[src/hdl/pfc_pkg.sv]
// Package of constants, register map and carrier types for the fault conditioner
package pfc_pkg;

    // ------------------------------------------------------------------
    // Sizes
    // ------------------------------------------------------------------
    localparam int NUM_FAULT_IN  = 4;      // Fault pins reaching this generator
    localparam int COUNT_W       = 16;     // Width of the minimum stretch count
    localparam int ADDR_W        = 12;     // Decoded address bits
    localparam int INT_W         = 2;      // Number of interrupt events
    localparam int GEN_DIV_W     = 8;      // Width of the generator clock divider

    // ------------------------------------------------------------------
    // Register byte offsets
    // ------------------------------------------------------------------
    localparam logic [ADDR_W-1:0] OFS_GEN_CTL    = 12'h040; // generator_control
    localparam logic [ADDR_W-1:0] OFS_MIN_STR    = 12'h044; // min_fault_stretch_register
    localparam logic [ADDR_W-1:0] OFS_FLT_CFG    = 12'h048; // fault_source_config
    localparam logic [ADDR_W-1:0] OFS_INT_STAT   = 12'h04c; // interrupt_status_register, RO
    localparam logic [ADDR_W-1:0] OFS_INT_CLR    = 12'h050; // Interrupt clear, WO
    localparam logic [ADDR_W-1:0] OFS_INT_EN     = 12'h054; // interrupt_enable_register
    localparam logic [ADDR_W-1:0] OFS_FLT_STAT   = 12'h058; // Live fault state, RO
    localparam logic [ADDR_W-1:0] OFS_GEN_DIV    = 12'h05c; // Generator clock divider

    // ------------------------------------------------------------------
    // Field positions
    // ------------------------------------------------------------------
    localparam int CTL_HOLD_BIT    = 18;   // Fault holding (latch) select
    localparam int CTL_STRETCH_BIT = 17;   // min_fault_stretch_enable
    localparam int CTL_SRC_BIT     = 16;   // fault_source_select
    localparam int INT_FAULT_BIT   = 0;    // generator_fault_int_status
    localparam int INT_STR_END_BIT = 1;    // Stretch finished event
    localparam int STAT_COND_BIT   = 0;    // Conditioned fault output
    localparam int STAT_RAW_BIT    = 1;    // Selected source before stretch
    localparam int STAT_RUN_BIT    = 2;    // One-shot counter running

    // ------------------------------------------------------------------
    // Reset values
    // ------------------------------------------------------------------
    localparam logic [COUNT_W-1:0]      RST_MIN_STR = 16'h0000;
    localparam logic [NUM_FAULT_IN-1:0] RST_FLT_CFG = 4'h0;
    localparam logic [GEN_DIV_W-1:0]    RST_GEN_DIV = 8'h00;
    localparam logic [INT_W-1:0]        RST_INT     = 2'h0;

    // ------------------------------------------------------------------
    // AHB encodings
    // ------------------------------------------------------------------
    localparam logic [1:0] HTRANS_NONSEQ = 2'h2;
    localparam logic       HRESP_OKAY    = 1'h0;

    // ------------------------------------------------------------------
    // Carrier types
    // ------------------------------------------------------------------
    // Control bits that steer the conditioner
    typedef struct packed {
        logic hold;        // Keep fault while status bit set
        logic stretch_en;  // min_fault_stretch_enable
        logic src_sel;     // fault_source_select
    } pfc_ctl_t;

    // Latched address phase of one AHB transfer
    typedef struct packed {
        logic              valid;
        logic              write;
        logic [ADDR_W-1:0] addr;
    } pfc_aphase_t;

    // One-shot counter state
    typedef enum logic {
        PFC_IDLE,
        PFC_STRETCH
    } pfc_str_state_t;

endpackage : pfc_pkg

[src/hdl/pfc_fault_cond.sv]
// Fault-condition conditioning of one PWM generator with its AHB-Lite registers
//
// How it works
// RULE1 - Holding mode keeps fault while status set
// RULE2 - Clearing status drops held fault
// RULE3 - Stretch enable starts one-shot on rising fault
// RULE4 - Running counter ignores underlying fault level
// RULE5 - Clearing stretch enable aborts stretch at once
// RULE6 - Stretch lasts count plus one or two
// RULE7 - Stretch acts on whichever source selected
// RULE8 - Stretch disabled passes deassertion unchanged
// RULE9 - Select zero uses fault input zero only
// RULE10 - Select one uses configured input combination
// RULE11 - Software enables stretch only without holding; the logic accepts both set together
// RULE12 - Without holding, fault follows its source
// RULE13 - Enabled fault sets generator fault status
//
// The implementer's own choices: the address map and the AHB-Lite slave port.
module pfc_fault_cond (
    // Clock and reset
    input  wire logic                              hclk,
    input  wire logic                              hresetn,
    // AHB-Lite slave
    input  wire logic                              hsel,
    input  wire logic [31:0]                       haddr,
    input  wire logic [1:0]                        htrans,
    input  wire logic                              hwrite,
    input  wire logic [2:0]                        hsize,
    input  wire logic [31:0]                       hwdata,
    input  wire logic                              hready,
    output logic      [31:0]                       hrdata,
    output logic                                   hreadyout,
    output logic                                   hresp,
    // Fault pins, asynchronous to hclk
    input  wire logic [pfc_pkg::NUM_FAULT_IN-1:0]  fault_in,
    // Conditioned fault and interrupt
    output logic                                   fault_condition,
    output logic                                   irq
);

    // ------------------------------------------------------------------
    // Declarations
    // ------------------------------------------------------------------
    pfc_pkg::pfc_aphase_t                 aph_r;            // Address phase held into data phase
    pfc_pkg::pfc_ctl_t                    ctl_r;            // generator_control fields
    logic [pfc_pkg::COUNT_W-1:0]          min_stretch_count; // Stretch length in generator ticks
    logic [pfc_pkg::NUM_FAULT_IN-1:0]     fault_source_config; // Inputs used when select is one
    logic [pfc_pkg::GEN_DIV_W-1:0]        gen_div_r;        // Generator clock divide value
    logic [pfc_pkg::INT_W-1:0]            int_status_r;     // Sticky event bits
    logic [pfc_pkg::INT_W-1:0]            int_enable_r;     // Event enables
    logic [pfc_pkg::INT_W-1:0]            int_clr;          // Clear strobe from a write
    logic [pfc_pkg::INT_W-1:0]            int_set;          // Events this cycle
    logic [pfc_pkg::NUM_FAULT_IN-1:0]     sync1_r;          // First synchroniser stage
    logic [pfc_pkg::NUM_FAULT_IN-1:0]     sync2_r;          // Second synchroniser stage
    logic [pfc_pkg::GEN_DIV_W-1:0]        div_cnt_r;        // Divider counter
    logic                                 generator_clock;  // One-cycle tick at generator rate
    logic                                 src_fault;        // Selected raw fault source
    logic                                 base_cond;        // Source plus holding
    logic                                 base_cond_d_r;    // Previous base_cond for edge detect
    logic                                 base_rise;        // Rising edge of base_cond
    pfc_pkg::pfc_str_state_t              str_state_r;      // One-shot state
    logic [pfc_pkg::COUNT_W-1:0]          str_cnt_r;        // One-shot remaining ticks
    logic                                 str_end;          // Stretch ran out this cycle
    logic                                 cond_nxt;         // Next conditioned fault
    logic                                 fault_r;          // Registered conditioned fault
    logic [31:0]                          rdata_nxt;        // Read data for the next data phase
    logic [31:0]                          hrdata_r;         // Registered read data
    logic                                 wr_en;            // Data phase write this cycle

    // ------------------------------------------------------------------
    // AHB-Lite slave
    // ------------------------------------------------------------------

    // Zero wait states: every access completes in its first data phase
    assign hreadyout = 1'b1;
    assign hresp     = pfc_pkg::HRESP_OKAY;
    assign hrdata    = hrdata_r;

    // Capture the address phase when the bus moves on
    always_ff @(posedge hclk or negedge hresetn) begin
        if (!hresetn) begin
            aph_r <= '0;
        end else if (hready) begin
            // Only NONSEQ/SEQ mark a real transfer; IDLE and BUSY are ignored
            aph_r.valid <= hsel && htrans[1];
            aph_r.write <= hwrite;
            aph_r.addr  <= haddr[pfc_pkg::ADDR_W-1:0];
        end
    end

    // Writes land in the data phase, when hwdata is valid
    assign wr_en = aph_r.valid && aph_r.write;

    // Read mux evaluated in the address phase, registered for the data phase
    always_comb begin
        rdata_nxt = '0;
        case (haddr[pfc_pkg::ADDR_W-1:0])
            pfc_pkg::OFS_GEN_CTL: begin
                rdata_nxt[pfc_pkg::CTL_HOLD_BIT]    = ctl_r.hold;
                rdata_nxt[pfc_pkg::CTL_STRETCH_BIT] = ctl_r.stretch_en;
                rdata_nxt[pfc_pkg::CTL_SRC_BIT]     = ctl_r.src_sel;
            end
            pfc_pkg::OFS_MIN_STR: begin
                rdata_nxt[pfc_pkg::COUNT_W-1:0] = min_stretch_count;
            end
            pfc_pkg::OFS_FLT_CFG: begin
                rdata_nxt[pfc_pkg::NUM_FAULT_IN-1:0] = fault_source_config;
            end
            pfc_pkg::OFS_INT_STAT: begin
                rdata_nxt[pfc_pkg::INT_W-1:0] = int_status_r;
            end
            pfc_pkg::OFS_INT_EN: begin
                rdata_nxt[pfc_pkg::INT_W-1:0] = int_enable_r;
            end
            pfc_pkg::OFS_FLT_STAT: begin
                rdata_nxt[pfc_pkg::STAT_COND_BIT] = fault_r;
                rdata_nxt[pfc_pkg::STAT_RAW_BIT]  = src_fault;
                rdata_nxt[pfc_pkg::STAT_RUN_BIT]  = (str_state_r == pfc_pkg::PFC_STRETCH);
            end
            pfc_pkg::OFS_GEN_DIV: begin
                rdata_nxt[pfc_pkg::GEN_DIV_W-1:0] = gen_div_r;
            end
            default: begin
                // Unmapped and write-only offsets read as zero
                rdata_nxt = '0;
            end
        endcase
    end

    // Read data register; held between reads
    always_ff @(posedge hclk or negedge hresetn) begin
        if (!hresetn) begin
            hrdata_r <= '0;
        end else if (hready && hsel && htrans[1] && !hwrite) begin
            hrdata_r <= rdata_nxt;
        end
    end

    // ------------------------------------------------------------------
    // Configuration registers
    // ------------------------------------------------------------------

    // generator_control: holding, stretch enable and source select
    always_ff @(posedge hclk or negedge hresetn) begin
        if (!hresetn) begin
            ctl_r <= '0;
        end else if (wr_en && aph_r.addr == pfc_pkg::OFS_GEN_CTL) begin
            ctl_r.hold       <= hwdata[pfc_pkg::CTL_HOLD_BIT];
            ctl_r.stretch_en <= hwdata[pfc_pkg::CTL_STRETCH_BIT];
            ctl_r.src_sel    <= hwdata[pfc_pkg::CTL_SRC_BIT];
        end
    end

    // Stretch length register
    always_ff @(posedge hclk or negedge hresetn) begin
        if (!hresetn) begin
            min_stretch_count <= pfc_pkg::RST_MIN_STR;
        end else if (wr_en && aph_r.addr == pfc_pkg::OFS_MIN_STR) begin
            min_stretch_count <= hwdata[pfc_pkg::COUNT_W-1:0];
        end
    end

    // Per-generator input selection
    always_ff @(posedge hclk or negedge hresetn) begin
        if (!hresetn) begin
            fault_source_config <= pfc_pkg::RST_FLT_CFG;
        end else if (wr_en && aph_r.addr == pfc_pkg::OFS_FLT_CFG) begin
            fault_source_config <= hwdata[pfc_pkg::NUM_FAULT_IN-1:0];
        end
    end

    // Generator clock divide value
    always_ff @(posedge hclk or negedge hresetn) begin
        if (!hresetn) begin
            gen_div_r <= pfc_pkg::RST_GEN_DIV;
        end else if (wr_en && aph_r.addr == pfc_pkg::OFS_GEN_DIV) begin
            gen_div_r <= hwdata[pfc_pkg::GEN_DIV_W-1:0];
        end
    end

    // Interrupt enables
    always_ff @(posedge hclk or negedge hresetn) begin
        if (!hresetn) begin
            int_enable_r <= pfc_pkg::RST_INT;
        end else if (wr_en && aph_r.addr == pfc_pkg::OFS_INT_EN) begin
            int_enable_r <= hwdata[pfc_pkg::INT_W-1:0];
        end
    end

    // ------------------------------------------------------------------
    // Generator clock divider
    // ------------------------------------------------------------------

    // Tick once every gen_div_r+1 hclk cycles; zero gives a tick each cycle
    always_ff @(posedge hclk or negedge hresetn) begin
        if (!hresetn) begin
            div_cnt_r <= '0;
        end else if (div_cnt_r >= gen_div_r) begin
            div_cnt_r <= '0;
        end else begin
            div_cnt_r <= div_cnt_r + 1'b1;
        end
    end

    assign generator_clock = (div_cnt_r >= gen_div_r);

    // ------------------------------------------------------------------
    // Fault input synchroniser and source select
    // ------------------------------------------------------------------

    // Two flops per pin; only the second stage feeds logic
    generate
        for (genvar i = 0; i < pfc_pkg::NUM_FAULT_IN; i++) begin : g_sync
            always_ff @(posedge hclk or negedge hresetn) begin
                if (!hresetn) begin
                    sync1_r[i] <= 1'b0;
                    sync2_r[i] <= 1'b0;
                end else begin
                    sync1_r[i] <= fault_in[i];
                    sync2_r[i] <= sync1_r[i];
                end
            end
        end
    endgenerate

    // Pick the fault source for this generator
    always_comb begin
        if (ctl_r.src_sel) begin
            src_fault = |(sync2_r & fault_source_config);     // [RULE10]
        end else begin
            src_fault = sync2_r[0];                           // [RULE9]
        end
    end

    // Holding folds the sticky status bit back into the condition;
    // without holding the condition simply follows the source
    assign base_cond = src_fault ||
                       (ctl_r.hold && int_status_r[pfc_pkg::INT_FAULT_BIT]); // [RULE1] [RULE2] [RULE12]

    // ------------------------------------------------------------------
    // Interrupt status
    // ------------------------------------------------------------------

    // Clear strobe from the write-only clear register
    assign int_clr = (wr_en && aph_r.addr == pfc_pkg::OFS_INT_CLR) ?
                     hwdata[pfc_pkg::INT_W-1:0] : '0;

    // Events: a live fault while enabled, and a stretch running out
    always_comb begin
        int_set = '0;
        int_set[pfc_pkg::INT_FAULT_BIT]   = src_fault && int_enable_r[pfc_pkg::INT_FAULT_BIT]; // [RULE13]
        int_set[pfc_pkg::INT_STR_END_BIT] = str_end && int_enable_r[pfc_pkg::INT_STR_END_BIT];
    end

    // Sticky bits; a set in the same cycle as a clear wins
    always_ff @(posedge hclk or negedge hresetn) begin
        if (!hresetn) begin
            int_status_r <= pfc_pkg::RST_INT;
        end else begin
            int_status_r <= (int_status_r & ~int_clr) | int_set; // [RULE2]
        end
    end

    // Level interrupt while any enabled status bit is set
    always_ff @(posedge hclk or negedge hresetn) begin
        if (!hresetn) begin
            irq <= 1'b0;
        end else begin
            irq <= |(((int_status_r & ~int_clr) | int_set) & int_enable_r);
        end
    end

    // ------------------------------------------------------------------
    // Minimum period one-shot
    // ------------------------------------------------------------------

    // Edge detector on the (already synchronised) base condition
    always_ff @(posedge hclk or negedge hresetn) begin
        if (!hresetn) begin
            base_cond_d_r <= 1'b0;
        end else begin
            base_cond_d_r <= base_cond;
        end
    end

    assign base_rise = base_cond && !base_cond_d_r;

    // Ends at the last generator tick of the count
    assign str_end = (str_state_r == pfc_pkg::PFC_STRETCH) && ctl_r.stretch_en &&
                     generator_clock && (str_cnt_r == '0);

    // Counter loads on a rising edge of whichever source is selected.
    // The rise is seen on any hclk cycle, between generator ticks, hence the extra tick
    // of uncertainty in the stretched length.
    always_ff @(posedge hclk or negedge hresetn) begin
        if (!hresetn) begin
            str_state_r <= pfc_pkg::PFC_IDLE;
            str_cnt_r   <= '0;
        end else begin
            case (str_state_r)
                pfc_pkg::PFC_IDLE: begin
                    // Start only while enabled [RULE3] [RULE7]
                    if (ctl_r.stretch_en && base_rise) begin
                        str_state_r <= pfc_pkg::PFC_STRETCH;
                        str_cnt_r   <= min_stretch_count;          // [RULE6]
                    end
                end
                pfc_pkg::PFC_STRETCH: begin
                    if (!ctl_r.stretch_en) begin
                        // Software pulled the enable: abort now
                        str_state_r <= pfc_pkg::PFC_IDLE;        // [RULE5]
                        str_cnt_r   <= '0;
                    end else if (generator_clock) begin
                        // Count whole ticks, ignoring the fault level [RULE4]
                        if (str_cnt_r == '0) begin
                            str_state_r <= pfc_pkg::PFC_IDLE;    // [RULE6]
                        end else begin
                            str_cnt_r <= str_cnt_r - 1'b1;
                        end
                    end
                end
                default: begin
                    str_state_r <= pfc_pkg::PFC_IDLE;
                    str_cnt_r   <= '0;
                end
            endcase
        end
    end

    // ------------------------------------------------------------------
    // Conditioned fault output
    // ------------------------------------------------------------------

    // Stretch ORs in only while enabled and running; otherwise the
    // deassertion of the base condition passes straight through.
    // Note that holding plus stretch is legal; the stretch still keeps the output
    // high if the held status is cleared before the count runs out. [RULE11]
    always_comb begin
        if (ctl_r.stretch_en && (str_state_r == pfc_pkg::PFC_STRETCH)) begin
            cond_nxt = 1'b1;                                   // [RULE4]
        end else if (ctl_r.stretch_en && base_rise) begin
            cond_nxt = 1'b1;                                   // [RULE3]
        end else begin
            cond_nxt = base_cond;                              // [RULE8] [RULE5] [RULE12]
        end
    end

    // Registered so the output is glitch free
    always_ff @(posedge hclk or negedge hresetn) begin
        if (!hresetn) begin
            fault_r <= 1'b0;
        end else begin
            fault_r <= cond_nxt;
        end
    end

    assign fault_condition = fault_r;

endmodule : pfc_fault_cond

[config.mk]
export PLATFORM = sky130hd
export DESIGN_NAME = pfc_fault_cond
export DESIGN_NICKNAME = d
export VERILOG_FILES = /design/src/hdl/pfc_pkg.sv /design/src/hdl/pfc_fault_cond.sv
export SDC_FILE = /design/constraint.sdc
export NUM_CORES = 1
export LEC_CHECK = 0
export ABC_AREA = 1
export BUFFER_PORTS_ARGS = -buffer_cell sky130_fd_sc_hd__buf_2
export CORE_UTILIZATION = 46
export DETAILED_ROUTE_END_ITERATION = 7
export PLACE_DENSITY = 0.67
export SLEW_MARGIN = 20
export SYNTH_ARGS = -nofsm -noshare
export SYNTH_HDL_FRONTEND = slang
export SYNTH_SLANG_ARGS = --single-unit
[constraint.sdc]
create_clock -name hclk -period 2.92 [get_ports hclk]
set_input_delay 0.438 -clock hclk [delete_from_list [all_inputs] [get_ports hclk]]
set_output_delay 0.438 -clock hclk [all_outputs]
set_load 0.1 [all_outputs]
Word level (Yosys, flattened, before mapping)
Cells that the tools add are included.
{"block": "totals", "register_bits": 104, "elab_cells": 98, "in_bits": 78, "out_inout_bits": 36}
{"block": "op_classes", "eq_ne": 16, "order_cmp": 1, "bitwise_logic": 6, "addsub": 2, "n_reduce_logical": 26, "n_mux": 21}
{"cell": "equality test 12 x 7 -> 1 bit (second input constant)", "n": 13}
{"cell": "two-way mux 16 bit", "n": 4}
{"cell": "one-hot mux 16 bit (2 select lines)", "n": 1}
{"cell": "logical AND 1 bit", "n": 19}
{"cell": "zero test 16 bit", "n": 1}
{"cell": "two-way mux 8 bit", "n": 2}
{"cell": "subtractor 16 x 1 -> 16 bit (second input constant)", "n": 1}
{"cell": "one-hot mux 2 bit (6 select lines)", "n": 1}
{"cell": "adder 8 x 1 -> 8 bit (second input constant)", "n": 1}
{"cell": ">= comparator 8 bit", "n": 1}
{"cell": "one-hot mux 4 bit (2 select lines)", "n": 1}
{"cell": "two-way mux 1 bit", "n": 7}
{"cell": "!= test 3 bit (second input constant)", "n": 2}
{"cell": "AND 2 bit", "n": 2}
{"cell": "AND 4 bit", "n": 1}
{"cell": "one-hot mux 1 bit (4 select lines)", "n": 1}
{"cell": "OR reduction 4 bit", "n": 1}
{"cell": "two-way mux 3 bit", "n": 1}
{"cell": "one-hot mux 1 bit (3 select lines)", "n": 1}
{"cell": "AND reduction 3 bit", "n": 1}
{"cell": "zero test 1 bit", "n": 2}
{"cell": "two-way mux 2 bit", "n": 1}
{"cell": "!= test 2 bit (second input constant)", "n": 1}
{"cell": "inverter 2 bit", "n": 1}
{"cell": "5 further kinds", "n": 5}

Longest topological paths before layout
{"block": "depth", "depth_word": 8, "mapped_depth": 13, "depth_no_buf": 13}

Least setup slack after synthesis
OpenSTA, ideal clock, no wires.
{"block": "synth_path", "kind": "flip-flop to flip-flop", "start": "reg gen_div_r[7] (netlist name)", "end": "reg str_cnt_r[2] (netlist name)", "setup_ns": 0.117, "arrival_ns": 1.574, "t_required_ns": 2.803, "stages_incl_launch_ff": 9, "synth_period_minus_slack_ns": 1.691, "n_path_buf": 1, "path_slack_ns": 1.229, "cell_sequence": "dfrtp_1 > inv_1 > ha_1 > a21o_1 > nor2_1 > nand4_2 > buf_2 > nand3_1 > nand2_1"}
{"block": "synth_between", "elab_chain_len": 3}
{"element": "from (decl)", "line": "pfc_fault_cond.sv:48", "text": "logic [pfc_pkg::GEN_DIV_W-1:0] gen_div_r;"}
{"element": "from (signal assigned)", "line": "pfc_fault_cond.sv:175", "text": "gen_div_r <= pfc_pkg::RST_GEN_DIV;"}
{"element": "from (signal assigned)", "line": "pfc_fault_cond.sv:177", "text": "gen_div_r <= hwdata[pfc_pkg::GEN_DIV_W-1:0];"}
{"element": ">= comparator 8 bit", "line": "pfc_fault_cond.sv:205", "text": "assign generator_clock = (div_cnt_r >= gen_div_r);"}
{"element": "!= test 3 bit (no line)"}
{"element": "AND reduction 3 bit (no line)"}
{"element": "to (signal assigned)", "line": "pfc_fault_cond.sv:305", "text": "str_cnt_r <= min_stretch_count;"}
{"element": "to (signal assigned)", "line": "pfc_fault_cond.sv:318", "text": "str_cnt_r <= str_cnt_r - 1'b1;"}
{"element": "to (decl)", "line": "pfc_fault_cond.sv:62", "text": "logic [pfc_pkg::COUNT_W-1:0] str_cnt_r;"}
No other way between the ends.
A chain may end at the register's enable or synchronous reset.

Worst setup path in the final report
{"block": "layout_path", "start": "reg gen_div_r[7] (netlist name)", "end": "reg str_cnt_r[3] (netlist name)"}
The elaborated chain is that of the path after synthesis.

==> results.toml <==
[yosys]
syn_area_sq_mm = 0.00524
yosysUniqueCellTypes = 36
syn-mean-instance-area_sq_um = 7.95
syn-instance-count = 659
yosysWarnings = 0
ys_seq_area_share_pct = 49.7
ys_seq_elements = 104

[sta]
hold_viol_final = 0
rsz0062_at_grt = "no"
fin_crit_ns = 2.10
fmax_ghz = 0.477
tns_ns = 0
fin_skew_ns = 0.00897
finalSetupViolCount = 0
worst_pin_slew_ns = 0.809
maxSlewHeadroom_pct = 46.0
drv_slew = 0
layout_setup_ws_ns = 0.824
post-route-period-util_pct = 71.8

[floorplan]
die-area_sq_mm = 0.0118
ios = 114
die_w_microns = 109
core_sq_mm = 0.0110
start_util_pct = 47.7
die_h_microns = 109
rows = 38

[routing]
drc = 0
via_per_inst = 5.03
wl_per_cell_microns = 13.4
drtPass1Iterations = 5
vias = 4355
ant_nets = 0
drtIter0Drc = 251
routed_wl_mm = 11.6

[placement]
routabilityCongestion = 0.899
numPortBuffers = 61
place_ws_ns = 0.533
dp_hpwl_mm = 8.65
placed_area_sq_mm = 0.00563

[global_route]
overflow = 0
grt.total_usage_pct = 22.2
antenna_found_initial = 0
grt_max_degree = 47
grt_pass1_vias = 4264
grt_pass1_wl_mm = 20.1

[min_path]
worstHoldPathType = "input pin to async pin"

[clock_tree]
post-cts-setup-buffers = 0
clockBufferDepth = 2
clk_latency_ns = 0.36
root_buffer = "clkbuf_16"
cts_tree = "done"
htree_num_levels = 3
cts_buffers = 9
numClockSinks = 104
holdBufCountCts = 0
ctsResizeCount = 0
clkTransAtPathRegs_ns = 0.07

[critical_path]
crit_slowest_cell = "dfrtp_1"
reg2reg_slack_ns = 0.82
endpoint = "str_cnt_r[3]"
startpoint_type = "flop"
cp-startpoint = "gen_div_r[7]"
crit_chain = "inv_1 > ha_1 > a21o_1 > nor2_1 > nand4_2 > buf_4 > nand3_1 > nand2_1"
crit_path_max_fanout = 10
worst-path-stages = 8
rr_startpoint = "gen_div_r[7]"
required_ns = 3.16
crit_type = "flop to flop"
r2r_end = "str_cnt_r[3]"
critPathCaptureType = "flop"
worst-r2r-cell-count = 8
critPathArrivalTime_ns = 2.34
slowest_delay_ns = 0.39
cp_top_family = "simple AND/OR/NAND/NOR gates"
critPathBufInv = 2

[layout]
final_util_pct = 54.4
num_antenna_cells = 0
final_area_sq_mm = 0.00598
nets = 809
synthToLayoutAreaGrowth_pct = 14.0
fillers = 1030
final_layout_size_suffix_gt1_share_pct = 14.5

[power_and_ir_drop]
power.leakage_uw = 0.00317
power_uw = 4110
ir_worst_vdd_mv = 0.611
powerDensity_mw_per_mm2 = 688

[job]
maxCapViolations = 0

[status]
status = "complete, no violations"
==> metal layers <==
layer / GRT usage [%] / vias to the layer above / routed length, microns
met5: 0 / - / 0
met4: 6.27 / 0 / 163
met1: 28.7 / 2038 / 5480
li1: - / 2210 / -
met2: 37.1 / 93 / 5490
met3: 5.44 / 14 / 468
==> where the power goes <==
group / internal [uW] / switching [uW] / total, uW
Sequential: 1600 / 169 / 1770
Clock: 821 / 532 / 1350
Combinational: 281 / 702 / 983
Total: 2710 / 1400 / 4110
==> kinds of logic after synthesis <==
kind of cell / after synthesis / synth area share (%)
simple gates: 353 / 28.7
flops: 104 / 49.7
buf+inv: 97 / 8.36
compound gates: 80 / 8.07
fa+ha+maj: 10 / 2.39
mux: 10 / 2.15
xor+xnor: 3 / 0.502
other cells: 2 / 0.143
==> placed cells by master (no fill, tap or decap), types with 7 or more instances in the layout <==
master,n
a21oi_1,13
buf_2,60
buf_4,7
clkbuf_16,9
conb_1,15
dfrtp_1,104
ha_1,10
inv_1,64
nand2_1,211
nand3_1,47
nand4_1,11
nor2_1,58
nor3_1,8
o21ai_0,45
o21ai_1,11
==> cell type report <==
type                            instances  area [sq um]  area share [%]
Sequential cell                       104          2600            43.6
Tap cell                              140           175            2.93
Multi-Input combinational cell        471          2250            37.6
Clock inverter                          4          75.1            1.26
Inverter                               68           255            4.27
Timing Repair Buffer                   67           353            5.90
Clock buffer                           12           267            4.46
==> Yosys cell counts, drive strengths merged <==
cell type,count,area share (%)
a21o,1,0.14
a21oi,14,1.4
a31oi,4,0.48
and3,3,0.36
buf,22,3.0
clkbuf,7,0.50
conb,2,0.14
dfrtp,104,50
ha,10,2.4
inv,68,4.9
mux2,10,2.1
nand2,211,15
nand3,49,4.9
nand3b,2,0.53
nand4,12,1.6
nor2,64,4.9
nor3,10,1.1
nor3b,2,0.29
o211ai,1,0.14
o21ai,56,5.3
o21bai,1,0.14
o22ai,1,0.12
o31ai,2,0.29
xnor2,1,0.17
xor2,2,0.33
==> metrics by stage <==
step | hold WS, ns | instances
2_1_floorplan | 0.142 | 672
3_3_place_gp | 0.332 | 850
3_5_place_dp | 0.337 | 850
4_1_cts | 0.0970 | 866
5_1_grt | 0.123 | 866
6_report | 0.0779 | 866
==> worst min path at each step <==
stage,slack [ns],startpoint,endpoint,cells past startpoint
2_1_floorplan,0.14,hresetn,aph_r[0],0
3_3_place_gp,0.33,sync1_r[2],sync2_r[2],0
3_5_place_dp,0.34,sync1_r[2],sync2_r[2],0
4_1_cts,0.1,hresetn,aph_r[10],1
5_1_grt,0.12,hresetn,aph_r[13],1
6_report,0.08,hresetn,aph_r[10],1
==> sequential cells by signal (all words and copies together) (netlist names), 2 cells and up <==
signal,cells
fault_source_config,4
aph_r,14
sync2_r,4
str_cnt_r,16
sync1_r,4
gen_div_r,8
ctl_r,3
int_status_r,2
hrdata,19
div_cnt_r,8
int_enable_r,2
min_stretch_count,16
(Power assumes the default switching activity.)
